===== config.mk =====
export PLATFORM = sky130hd
export DESIGN_NAME = pls_top
export DESIGN_NICKNAME = d
export VERILOG_FILES = /design/src/common/pls_pkg.sv /design/src/hw/pls_top.sv
export SDC_FILE = /design/constraint.sdc
export NUM_CORES = 1
export LEC_CHECK = 0
export BUFFER_PORTS_ARGS = -buffer_cell sky130_fd_sc_hd__clkbuf_2
export CELL_PAD_IN_SITES_DETAIL_PLACEMENT = 0
export CELL_PAD_IN_SITES_GLOBAL_PLACEMENT = 2
export CORE_MARGIN = 3
export CORE_UTILIZATION = 40
export CTS_BUF_LIST = sky130_fd_sc_hd__clkbuf_16
export DETAILED_ROUTE_END_ITERATION = 16
export GPL_TIMING_DRIVEN = 0
export PLACE_DENSITY = 0.93
export SYNTH_ARGS = -nofsm -noshare
export SYNTH_HDL_FRONTEND = slang
export SYNTH_SLANG_ARGS = --single-unit

===== constraint.sdc =====
create_clock -name pclk -period 8.6 [get_ports pclk]
set_input_delay 1.72 -clock pclk [delete_from_list [all_inputs] [get_ports pclk]]
set_output_delay 1.72 -clock pclk [all_outputs]
set_load 0.03 [all_outputs]

===== src/common/pls_pkg.sv =====
package pls_pkg;

  // ----------------------------------------------------------------
  // Register map (byte addresses on APB)
  // ----------------------------------------------------------------
  localparam logic [7:0] PLS_CFG_OFS = 8'h00;
  localparam logic [7:0] PLS_METHOD_OFS = 8'h04;
  localparam logic [7:0] PLS_ENCDIR_OFS = 8'h08;
  localparam logic [7:0] PLS_INFN_OFS = 8'h0c;
  localparam logic [7:0] PLS_OUTFN_OFS = 8'h10;
  localparam logic [7:0] PLS_SSDEC_OFS = 8'h14;
  localparam logic [7:0] PLS_CMDDEC_OFS = 8'h18;
  localparam logic [7:0] PLS_STATUS_OFS = 8'h1c;
  localparam logic [7:0] PLS_CURPOS_OFS = 8'h20;
  localparam logic [7:0] PLS_POSCMD_OFS = 8'h24;

  // ----------------------------------------------------------------
  // Field positions
  // ----------------------------------------------------------------
  localparam int PLS_CFG_POL_LSB = 0;
  localparam int PLS_CFG_ROLL_LSB = 8;
  localparam int PLS_ST_SETERR = 0;
  localparam int PLS_ST_UNCOMP = 1;
  localparam int PLS_ST_COMPLETE = 2;
  localparam int PLS_ST_WARN = 3;
  localparam int PLS_ST_CCWINH = 4;
  localparam int PLS_ST_CWINH = 5;
  localparam int PLS_ST_STATE_LSB = 6;
  localparam int PLS_ST_REJECT = 8;

  // ----------------------------------------------------------------
  // Reset values
  // ----------------------------------------------------------------
  localparam logic [2:0] PLS_POL_RST = 3'h0;
  localparam logic [1:0] PLS_ROLL_RST = 2'h0;
  localparam logic PLS_METHOD_RST = 1'b0;
  localparam logic [7:0] PLS_ENCDIR_RST = 8'h65;
  localparam logic [23:0] PLS_INFN_RST = 24'h000000;
  localparam logic [23:0] PLS_OUTFN_RST = 24'h000000;
  localparam logic [15:0] PLS_SSDEC_RST = 16'h0001;
  localparam logic [15:0] PLS_CMDDEC_RST = 16'h0001;

  // ----------------------------------------------------------------
  // Codes and settings
  // ----------------------------------------------------------------
  localparam logic [7:0] PLS_FN_SUDDEN = 8'h57;
  localparam logic [7:0] PLS_FN_FWD_LIMIT = 8'h58;
  localparam logic [7:0] PLS_FN_REV_LIMIT = 8'h59;
  localparam logic [7:0] PLS_OF_WARN_POS = 8'h18;
  localparam logic [7:0] PLS_OF_WARN_NEG = 8'h7c;
  localparam logic [7:0] PLS_OF_FAIL_POS = 8'h38;
  localparam logic [7:0] PLS_OF_FAIL_NEG = 8'h9c;
  localparam logic [7:0] PLS_OF_DONE_POS = 8'h3f;
  localparam logic [7:0] PLS_OF_DONE_NEG = 8'ha3;
  localparam logic [7:0] PLS_ENC_SWAPPED = 8'h64;
  localparam logic [1:0] PLS_ROLL_OFF = 2'h0;
  localparam logic [1:0] PLS_ROLL_MODE1 = 2'h1;
  localparam logic [1:0] PLS_ROLL_MODE2 = 2'h2;

  // ----------------------------------------------------------------
  // Timing: decel times count in slope ticks
  // ----------------------------------------------------------------
  localparam int PLS_CLK_NS = 10;
  localparam int PLS_SLOPE_TICK_NS = 10000;
  localparam logic [9:0] PLS_SLOPE_TICK_CYC =
    10'(PLS_SLOPE_TICK_NS / PLS_CLK_NS);

  typedef enum logic [1:0] {
    PLS_RUN = 2'b00,
    PLS_DECEL = 2'b01,
    PLS_HELD = 2'b10
  } pls_stop_e;

endpackage


===== src/hw/pls_top.sv =====
`timescale 1ns/1ps
module pls_top (
  input wire logic pclk,
  input wire logic presetn,
  input wire logic psel,
  input wire logic penable,
  input wire logic pwrite,
  input wire logic [7:0] paddr,
  input wire logic [31:0] pwdata,
  output logic [31:0] prdata,
  output logic pready,
  output logic pslverr,
  input wire logic [2:0] term_in,
  input wire logic start_in,
  input wire logic jog_in,
  input wire logic homing_done_in,
  input wire logic homing_set_fail_in,
  input wire logic [15:0] speed_cmd_in,
  input wire logic signed [15:0] cmd_inc_in,
  input wire logic signed [15:0] fb_inc_in,
  output logic [2:0] term_out,
  output logic [15:0] speed_out,
  output logic pos_start_out,
  output logic ccw_inhibit_out,
  output logic cw_inhibit_out,
  output logic homing_complete_out,
  output logic homing_failure_out,
  output logic stroke_limit_warning_out
);
  import pls_pkg::*;

  // ----------------------------------------------------------------
  // Configuration registers
  // ----------------------------------------------------------------
  logic [2:0] pol_r;
  logic [1:0] roll_r;
  logic method_r;
  logic [7:0] encdir_r;
  logic [23:0] infn_r;
  logic [23:0] outfn_r;
  logic [15:0] ssdec_r;
  logic [15:0] cmddec_r;
  logic seterr_r;
  logic uncomp_r;
  logic complete_r;
  logic reject_r;
  logic ccw_inh_r;
  logic cw_inh_r;
  logic signed [31:0] curpos_r;
  logic signed [31:0] poscmd_r;
  pls_stop_e state_r;

  logic wr_en;
  logic setup;
  assign setup = psel && !penable;
  assign wr_en = psel && penable && pready && pwrite;

  // ----------------------------------------------------------------
  // Pin synchronisers
  // ----------------------------------------------------------------
  // Three stages; a new level is accepted only when stages two and three
  // agree, which also rejects a single-cycle glitch on the terminal.
  logic [4:0] pin_raw;
  logic [4:0] s1_r;
  logic [4:0] s2_r;
  logic [4:0] s3_r;
  logic [4:0] pin_r;
  assign pin_raw = {jog_in, start_in, term_in};

  always_ff @(posedge pclk or negedge presetn) begin
    if (!presetn) begin
      s1_r <= 5'h00;
      s2_r <= 5'h00;
      s3_r <= 5'h00;
      pin_r <= 5'h00;
    end else begin
      s1_r <= pin_raw;
      s2_r <= s1_r;
      s3_r <= s2_r;
      pin_r <= (pin_r & (s2_r ^ s3_r)) | (s3_r & ~(s2_r ^ s3_r));
    end
  end

  // ----------------------------------------------------------------
  // Input function routing and polarity
  // ----------------------------------------------------------------
  logic [2:0] is_ss;
  logic [2:0] is_fwd;
  logic [2:0] is_rev;
  genvar gi;
  generate
    for (gi = 0; gi < 3; gi++) begin : g_infn
      assign is_ss[gi] = infn_r[gi*8 +: 8] == PLS_FN_SUDDEN;
      assign is_fwd[gi] = infn_r[gi*8 +: 8] == PLS_FN_FWD_LIMIT;
      assign is_rev[gi] = infn_r[gi*8 +: 8] == PLS_FN_REV_LIMIT;
    end
  endgenerate

  // An unassigned function never acts, whatever its polarity digit says.
  logic ss_act;
  logic fwd_act;
  logic rev_act;
  logic lim_act;
  assign ss_act = |(is_ss & (pin_r[2:0] ^ {3{pol_r[0]}}));
  assign fwd_act = |(is_fwd & (pin_r[2:0] ^ {3{pol_r[1]}}));
  assign rev_act = |(is_rev & (pin_r[2:0] ^ {3{pol_r[2]}}));
  assign lim_act = fwd_act || rev_act;

  // ----------------------------------------------------------------
  // Start qualification
  // ----------------------------------------------------------------
  logic start_d_r;
  logic start_edge;
  logic roll_on;
  logic start_ok;
  assign start_edge = pin_r[3] && !start_d_r;
  assign roll_on = roll_r != PLS_ROLL_OFF;
  assign start_ok = complete_r || pin_r[4] || roll_on;

  always_ff @(posedge pclk or negedge presetn) begin
    if (!presetn) begin
      start_d_r <= 1'b0;
      pos_start_out <= 1'b0;
    end else begin
      start_d_r <= pin_r[3];
      pos_start_out <= start_edge && start_ok && method_r &&
                       state_r == PLS_RUN;
    end
  end

  // ----------------------------------------------------------------
  // Homing flags
  // ----------------------------------------------------------------
  logic clr_st;
  assign clr_st = wr_en && paddr == PLS_STATUS_OFS;

  // Set wins over a software clear landing in the same cycle.
  always_ff @(posedge pclk or negedge presetn) begin
    if (!presetn) begin
      seterr_r <= 1'b0;
    end else if (homing_set_fail_in) begin
      seterr_r <= 1'b1;
    end else if (clr_st && pwdata[PLS_ST_SETERR]) begin
      seterr_r <= 1'b0;
    end
  end

  always_ff @(posedge pclk or negedge presetn) begin
    if (!presetn) begin
      uncomp_r <= 1'b0;
    end else if (start_edge && !complete_r && !roll_on) begin
      uncomp_r <= 1'b1;
    end else if (clr_st && pwdata[PLS_ST_UNCOMP]) begin
      uncomp_r <= 1'b0;
    end
  end

  always_ff @(posedge pclk or negedge presetn) begin
    if (!presetn) begin
      complete_r <= 1'b0;
    end else if (homing_done_in) begin
      complete_r <= 1'b1;
    end else if (homing_set_fail_in) begin
      complete_r <= 1'b0;
    end
  end

  // ----------------------------------------------------------------
  // Stop sequencer and slope
  // ----------------------------------------------------------------
  // Stroke ends stop only under position control; the sudden stop always.
  logic stop_req;
  logic lim_stop;
  logic [15:0] eff_time;
  logic [9:0] tick_cnt_r;
  logic [15:0] step_cnt_r;
  logic tick;
  assign lim_stop = lim_act && method_r;
  assign stop_req = ss_act || lim_stop;
  assign eff_time = (ssdec_r > cmddec_r) ? cmddec_r : ssdec_r;
  assign tick = tick_cnt_r == PLS_SLOPE_TICK_CYC - 10'h001;

  always_ff @(posedge pclk or negedge presetn) begin
    if (!presetn) begin
      tick_cnt_r <= 10'h000;
    end else if (tick) begin
      tick_cnt_r <= 10'h000;
    end else begin
      tick_cnt_r <= tick_cnt_r + 10'h001;
    end
  end

  always_ff @(posedge pclk or negedge presetn) begin
    if (!presetn) begin
      state_r <= PLS_RUN;
      speed_out <= 16'h0000;
      step_cnt_r <= 16'h0000;
    end else begin
      case (state_r)
        PLS_RUN: begin
          speed_out <= speed_cmd_in;
          step_cnt_r <= 16'h0000;
          if (stop_req) begin
            state_r <= PLS_DECEL;
            speed_out <= speed_out;
          end
        end
        PLS_DECEL: begin
          // Speed falls by one unit every eff_time slope ticks.
          if (speed_out == 16'h0000) begin
            state_r <= PLS_HELD;
          end else if (tick) begin
            if (step_cnt_r + 16'h0001 >= eff_time) begin
              step_cnt_r <= 16'h0000;
              speed_out <= speed_out - 16'h0001;
            end else begin
              step_cnt_r <= step_cnt_r + 16'h0001;
            end
          end
        end
        PLS_HELD: begin
          speed_out <= 16'h0000;
          // A held stroke stop is released; the inhibits keep guarding.
          if (!ss_act) begin
            state_r <= PLS_RUN;
          end
        end
        default: begin
          state_r <= PLS_RUN;
        end
      endcase
    end
  end

  // ----------------------------------------------------------------
  // Direction inhibits
  // ----------------------------------------------------------------
  logic swap;
  logic stopped;
  assign swap = encdir_r == PLS_ENC_SWAPPED;
  assign stopped = state_r == PLS_HELD || (state_r == PLS_DECEL &&
                   speed_out == 16'h0000);

  always_ff @(posedge pclk or negedge presetn) begin
    if (!presetn) begin
      ccw_inh_r <= 1'b0;
      cw_inh_r <= 1'b0;
    end else begin
      if (!(swap ? rev_act : fwd_act) || !method_r) begin
        ccw_inh_r <= 1'b0;
      end else if (stopped) begin
        ccw_inh_r <= 1'b1;
      end
      if (!(swap ? fwd_act : rev_act) || !method_r) begin
        cw_inh_r <= 1'b0;
      end else if (stopped) begin
        cw_inh_r <= 1'b1;
      end
    end
  end

  // ----------------------------------------------------------------
  // Position counters and roll feed
  // ----------------------------------------------------------------
  logic signed [31:0] droop;
  assign droop = poscmd_r - curpos_r;

  always_ff @(posedge pclk or negedge presetn) begin
    if (!presetn) begin
      curpos_r <= 32'sh00000000;
      poscmd_r <= 32'sh00000000;
    end else if (pos_start_out && roll_r == PLS_ROLL_MODE1) begin
      curpos_r <= 32'sh00000000;
      poscmd_r <= 32'sh00000000;
    end else if (pos_start_out && roll_r == PLS_ROLL_MODE2) begin
      curpos_r <= curpos_r - droop;
      poscmd_r <= 32'sh00000000;
    end else begin
      curpos_r <= curpos_r + 32'(fb_inc_in);
      poscmd_r <= poscmd_r + 32'(cmd_inc_in);
    end
  end

  // ----------------------------------------------------------------
  // Output terminals
  // ----------------------------------------------------------------
  logic [2:0] term_nxt;
  generate
    for (gi = 0; gi < 3; gi++) begin : g_outfn
      always_comb begin
        case (outfn_r[gi*8 +: 8])
          PLS_OF_WARN_POS: term_nxt[gi] = lim_act;
          PLS_OF_WARN_NEG: term_nxt[gi] = !lim_act;
          PLS_OF_FAIL_POS: term_nxt[gi] = seterr_r || uncomp_r;
          PLS_OF_FAIL_NEG: term_nxt[gi] = !(seterr_r || uncomp_r);
          PLS_OF_DONE_POS: term_nxt[gi] = complete_r;
          PLS_OF_DONE_NEG: term_nxt[gi] = !complete_r;
          default: term_nxt[gi] = 1'b0;
        endcase
      end
    end
  endgenerate

  always_ff @(posedge pclk or negedge presetn) begin
    if (!presetn) begin
      term_out <= 3'h0;
      ccw_inhibit_out <= 1'b0;
      cw_inhibit_out <= 1'b0;
      homing_complete_out <= 1'b0;
      homing_failure_out <= 1'b0;
      stroke_limit_warning_out <= 1'b0;
    end else begin
      term_out <= term_nxt;
      ccw_inhibit_out <= ccw_inh_r;
      cw_inhibit_out <= cw_inh_r;
      homing_complete_out <= complete_r;
      homing_failure_out <= seterr_r || uncomp_r;
      stroke_limit_warning_out <= lim_act;
    end
  end

  // ----------------------------------------------------------------
  // Register writes
  // ----------------------------------------------------------------
  always_ff @(posedge pclk or negedge presetn) begin
    if (!presetn) begin
      pol_r <= PLS_POL_RST;
      roll_r <= PLS_ROLL_RST;
      encdir_r <= PLS_ENCDIR_RST;
      infn_r <= PLS_INFN_RST;
      outfn_r <= PLS_OUTFN_RST;
      ssdec_r <= PLS_SSDEC_RST;
      cmddec_r <= PLS_CMDDEC_RST;
    end else if (wr_en) begin
      case (paddr)
        PLS_CFG_OFS: begin
          pol_r <= pwdata[PLS_CFG_POL_LSB +: 3];
          roll_r <= pwdata[PLS_CFG_ROLL_LSB +: 2];
        end
        PLS_ENCDIR_OFS: encdir_r <= pwdata[7:0];
        PLS_INFN_OFS: infn_r <= pwdata[23:0];
        PLS_OUTFN_OFS: outfn_r <= pwdata[23:0];
        // A zero time would step the slope like one, so it is stored as one.
        PLS_SSDEC_OFS: ssdec_r <= (pwdata[15:0] == 16'h0000) ?
                                  16'h0001 : pwdata[15:0];
        PLS_CMDDEC_OFS: cmddec_r <= (pwdata[15:0] == 16'h0000) ?
                                    16'h0001 : pwdata[15:0];
        default: begin
        end
      endcase
    end
  end

  always_ff @(posedge pclk or negedge presetn) begin
    if (!presetn) begin
      method_r <= PLS_METHOD_RST;
      reject_r <= 1'b0;
    end else if (wr_en && paddr == PLS_METHOD_OFS) begin
      if (lim_act && pwdata[0] != method_r) begin
        reject_r <= 1'b1;
      end else begin
        method_r <= pwdata[0];
      end
    end else if (clr_st && pwdata[PLS_ST_REJECT]) begin
      reject_r <= 1'b0;
    end
  end

  // ----------------------------------------------------------------
  // APB read path
  // ----------------------------------------------------------------
  // Data and error are captured in the setup cycle, so every transfer
  // completes in its first access cycle with no wait state.
  logic [31:0] rd_nxt;
  logic err_nxt;
  always_comb begin
    rd_nxt = 32'h00000000;
    err_nxt = 1'b0;
    case (paddr)
      PLS_CFG_OFS: begin
        rd_nxt[PLS_CFG_POL_LSB +: 3] = pol_r;
        rd_nxt[PLS_CFG_ROLL_LSB +: 2] = roll_r;
      end
      PLS_METHOD_OFS: rd_nxt[0] = method_r;
      PLS_ENCDIR_OFS: rd_nxt[7:0] = encdir_r;
      PLS_INFN_OFS: rd_nxt[23:0] = infn_r;
      PLS_OUTFN_OFS: rd_nxt[23:0] = outfn_r;
      PLS_SSDEC_OFS: rd_nxt[15:0] = ssdec_r;
      PLS_CMDDEC_OFS: rd_nxt[15:0] = cmddec_r;
      PLS_STATUS_OFS: begin
        rd_nxt[PLS_ST_SETERR] = seterr_r;
        rd_nxt[PLS_ST_UNCOMP] = uncomp_r;
        rd_nxt[PLS_ST_COMPLETE] = complete_r;
        rd_nxt[PLS_ST_WARN] = lim_act;
        rd_nxt[PLS_ST_CCWINH] = ccw_inh_r;
        rd_nxt[PLS_ST_CWINH] = cw_inh_r;
        rd_nxt[PLS_ST_STATE_LSB +: 2] = state_r;
        rd_nxt[PLS_ST_REJECT] = reject_r;
      end
      PLS_CURPOS_OFS: rd_nxt = curpos_r;
      PLS_POSCMD_OFS: rd_nxt = poscmd_r;
      default: err_nxt = 1'b1;
    endcase
  end

  always_ff @(posedge pclk or negedge presetn) begin
    if (!presetn) begin
      pready <= 1'b0;
      pslverr <= 1'b0;
      prdata <= 32'h00000000;
    end else begin
      pready <= setup;
      pslverr <= setup && err_nxt;
      if (setup) begin
        prdata <= pwrite ? 32'h00000000 : rd_nxt;
      end
    end
  end

endmodule


==> impl_metrics.py <==
metrics = {
    "sta": {
        "hold-worst-slack_ns": 0.3474,
        "setup_viol": 0,
        "drv_slew": 0,
        "hold_viol": 0,
        "skew_ns": 0.01274,
        "fmax_ghz": 0.1707,
        "slew_headroom_pct": 37.31,
        "rsz0062_at_grt": "no",
        "fin_crit_ns": 5.857,
        "layout_worst_path_cycle_share_pct": 68.10,
        "final_critical_path_setup_slack_ns": 2.743,
        "tightest_slew_ns": 0.9360,
    },
    "finish": {
        "drive_above_1_share_pct": 14.49,
        "syn2layout_area_growth_pct": 14.66,
        "fin_area_um2": 20120,
        "final_cells": 2663,
        "finalNetCount": 2289,
        "n_fill_cell": 4195,
        "fin_util_pct": 46.60,
        "diodes": 0,
    },
    "cts": {
        "cts_hold_buf": 0,
        "cts_root_buf": "clkbuf_16",
        "cts_tree": "done",
        "clock_path_buffers": 3,
        "cts_resized": 0,
        "numCtsBuffers": 31,
        "htree_levels": 1,
        "clk_pin_slew_ns": 0.06,
        "cts_setup_buffers": 0,
        "clk_latency_ns": 0.58,
        "cts_sinks": 272,
    },
    "yosys": {
        "ys_ff_latch": 272,
        "ys_seq_area_share_pct": 38.84,
        "avgSynthCellArea_um2": 9.373,
        "synth.distinct_cells": 75,
        "ys.flop_type": "dfrtp_1",
        "post-synth-top-count-cell": "dfrtp_1",
        "ys_top_cells_by_count": "266 x dfrtp_1, 176 x nand2_1, 136 x o21ai_0, 130 x ha_1, 122 x nor2_1",
        "yosys.area.top_type_share_pct": 37.94,
        "ys_warn_count": 0,
        "synth_area_um2": 17550,
        "synth_area_leader_cell": "dfrtp_1",
        "yosys-top-cells-area": "dfrtp_1 38%, ha_1 9.3%, mux2_2 5.1%",
        "synth_nets": 2105,
        "synth_cells": 1872,
        "ys_async_sr_fraction_pct": 100.0,
        "synth_edf_count": 0,
    },
    "floorplanning": {
        "core-area_um2": 43170,
        "initial_core_util_pct": 40.64,
        "dieArea_um2": 46410,
        "io_pins": 159,
        "rows": 76,
        "die_w_um": 215.4,
        "fp.dieH_um": 215.4,
    },
    "flow_run": {
        "cap_violations": 0,
    },
    "power_and_ir_drop": {
        "pwr-share-comb_pct": 48.4,
        "vdd_drop_max_mv": 0.1504,
        "leakagePower_nw": 9.520,
        "seqPwrFrac_pct": 29.1,
        "pwr-share-clk_pct": 22.6,
        "p_int_mw": 3.558,
        "swShare_pct": 40.88,
        "p_per_area_nw_per_um2": 299.1,
        "p_sw_mw": 2.460,
    },
    "route": {
        "wl_per_cell_um": 20.99,
        "ant_nets": 0,
        "vias": 15360,
        "drtIter0Drc": 1352,
        "drcViolationCount": 0,
        "dr.pass1.iters": 9,
        "routed_wl_mm": 55.90,
        "via_per_inst": 5.768,
    },
    "status": {
        "status": "finished clean",
    },
    "global_route": {
        "grt_max_degree": 102,
        "overflow": 0,
        "grt.total_usage_pct": 23.44,
        "grt_pass1_vias": 14900,
        "grt_first_pass_wirelength_mm": 86.42,
        "grt_antenna_before_repair": 0,
    },
    "placement": {
        "dpl.hpwl_mm": 43.56,
        "gp_congestion": 0.9187,
        "placed_area_um2": 19090,
        "dp.cells": 2608,
        "port_buffers": 149,
        "pre_cts_ws_ns": 2.747,
    },
    "critical_path": {
        "crit_required_ns": 9.04,
        "crit_type": "reg2reg",
        "critPathMaxFanout": 10,
        "cp.arrival_ns": 6.30,
        "endpoint_kind": "register",
        "startpoint_type": "register",
    },
    "hold_path": {
        "hold_path_class": "reg2reg",
    },
}
## layout make-up
type	instances	area, um2	share of cell area [%]
flip-flops and latches	272	6814	33.87
inverters	77	289.0	1.437
well taps	585	732.0	3.638
repair buffers	151	809.5	4.024
clock inverters	24	255.2	1.269
plain buffers	71	270.3	1.343
multi-input cells	1452	10170	50.56
clock buffers	31	775.7	3.856
## path summary, 6_finish.rpt
path / from / to / slack (ns) / cells past startpoint
max: ssdec_r[0] / speed_out[4] / 2.74 / 22
min: s1_r[1] / s2_r[1] / 0.35 / 0
max reg2reg: ssdec_r[0] / speed_out[4] / 2.74 / 22
min reg2reg: s1_r[1] / s2_r[1] / 0.35 / 0
max in group asynchronous: presetn / poscmd_r[27] / 5.96 / 3
min in group asynchronous: presetn / curpos_r[1] / 1.21 / 1
## flip-flops by register name (all words and copies together) (netlist names), 5 cells and up, named ones only
signal	cells
s3_r	5
infn_r	24
step_cnt_r	16
poscmd_r	32
speed_out	16
ssdec_r	16
curpos_r	32
outfn_r	24
s2_r	5
prdata	32
encdir_r	8
s1_r	5
tick_cnt_r	10
cmddec_r	16
## logic make-up after synthesis
| kind of cell | share of synthesized area, % |
|---|---|
| DFF | 38.84 |
| buffers and inverters | 3.188 |
| and+or+nand+nor | 15.07 |
| muxes | 6.668 |
| AOI/OAI and AO/OA | 20.85 |
| adders and majority gates | 9.898 |
| xor gates and xnor gates | 5.491 |
## worst max-delay path, stage by stage, from the launching register on
cell and delay (ns):
dfstp_2 0.59, inv_1 0.06, ha_1 0.19, nor2b_1 0.11
o21a_1 0.11, o21a_1 0.10, o211ai_1 0.07, a21boi_0 0.16
o21a_1 0.14, o21ai_0 0.10, a31oi_1 0.74, mux2_2 0.43
ha_1 0.26, nand2b_1 0.14, a2111oi_0 0.38, a2111oi_0 0.15
o31ai_2 0.47, nand2_1 0.38, o211ai_1 0.39, clkbuf_1 0.46
nor3_1 0.09, a21oi_1 0.12, o21ai_0 0.08
## placed cells by master (no fill, tap or decap), drive strengths merged, types with 66 or more instances in the layout
cell type	n
dfrtp	266
clkbuf	243
nand2	176
o21ai	139
ha	130
nor2	122
a21oi	105
inv	86
mux2	79
a21o	66
## metal layers
metal,GRT usage [%],vias up,part of all wire (%)
met1,33.53,7447,46
li1,-,7299,-
met3,3.957,103,6.5
met2,36.45,512,44
met5,0,-,0
met4,7.336,0,3.4
## power by group through the flow
stage	clock [mW]	combinational (mW)	sequential [mW]
finish	1.36	2.91	1.75
global route	1.44	3.28	1.76
CTS	1.39	2.90	1.75
detailed placement	0	2.88	1.77
global placement	0	2.85	1.77
floorplan	0	2.31	1.62
## metrics by stage
stage	TNS, ns	total power, mW
detailed placement	0	4.650
global placement	-0.1527	4.622
global route	0	6.480
CTS	0	6.040
floorplan	0	3.930
finish	0	6.018
(Power assumes the default switching activity.)
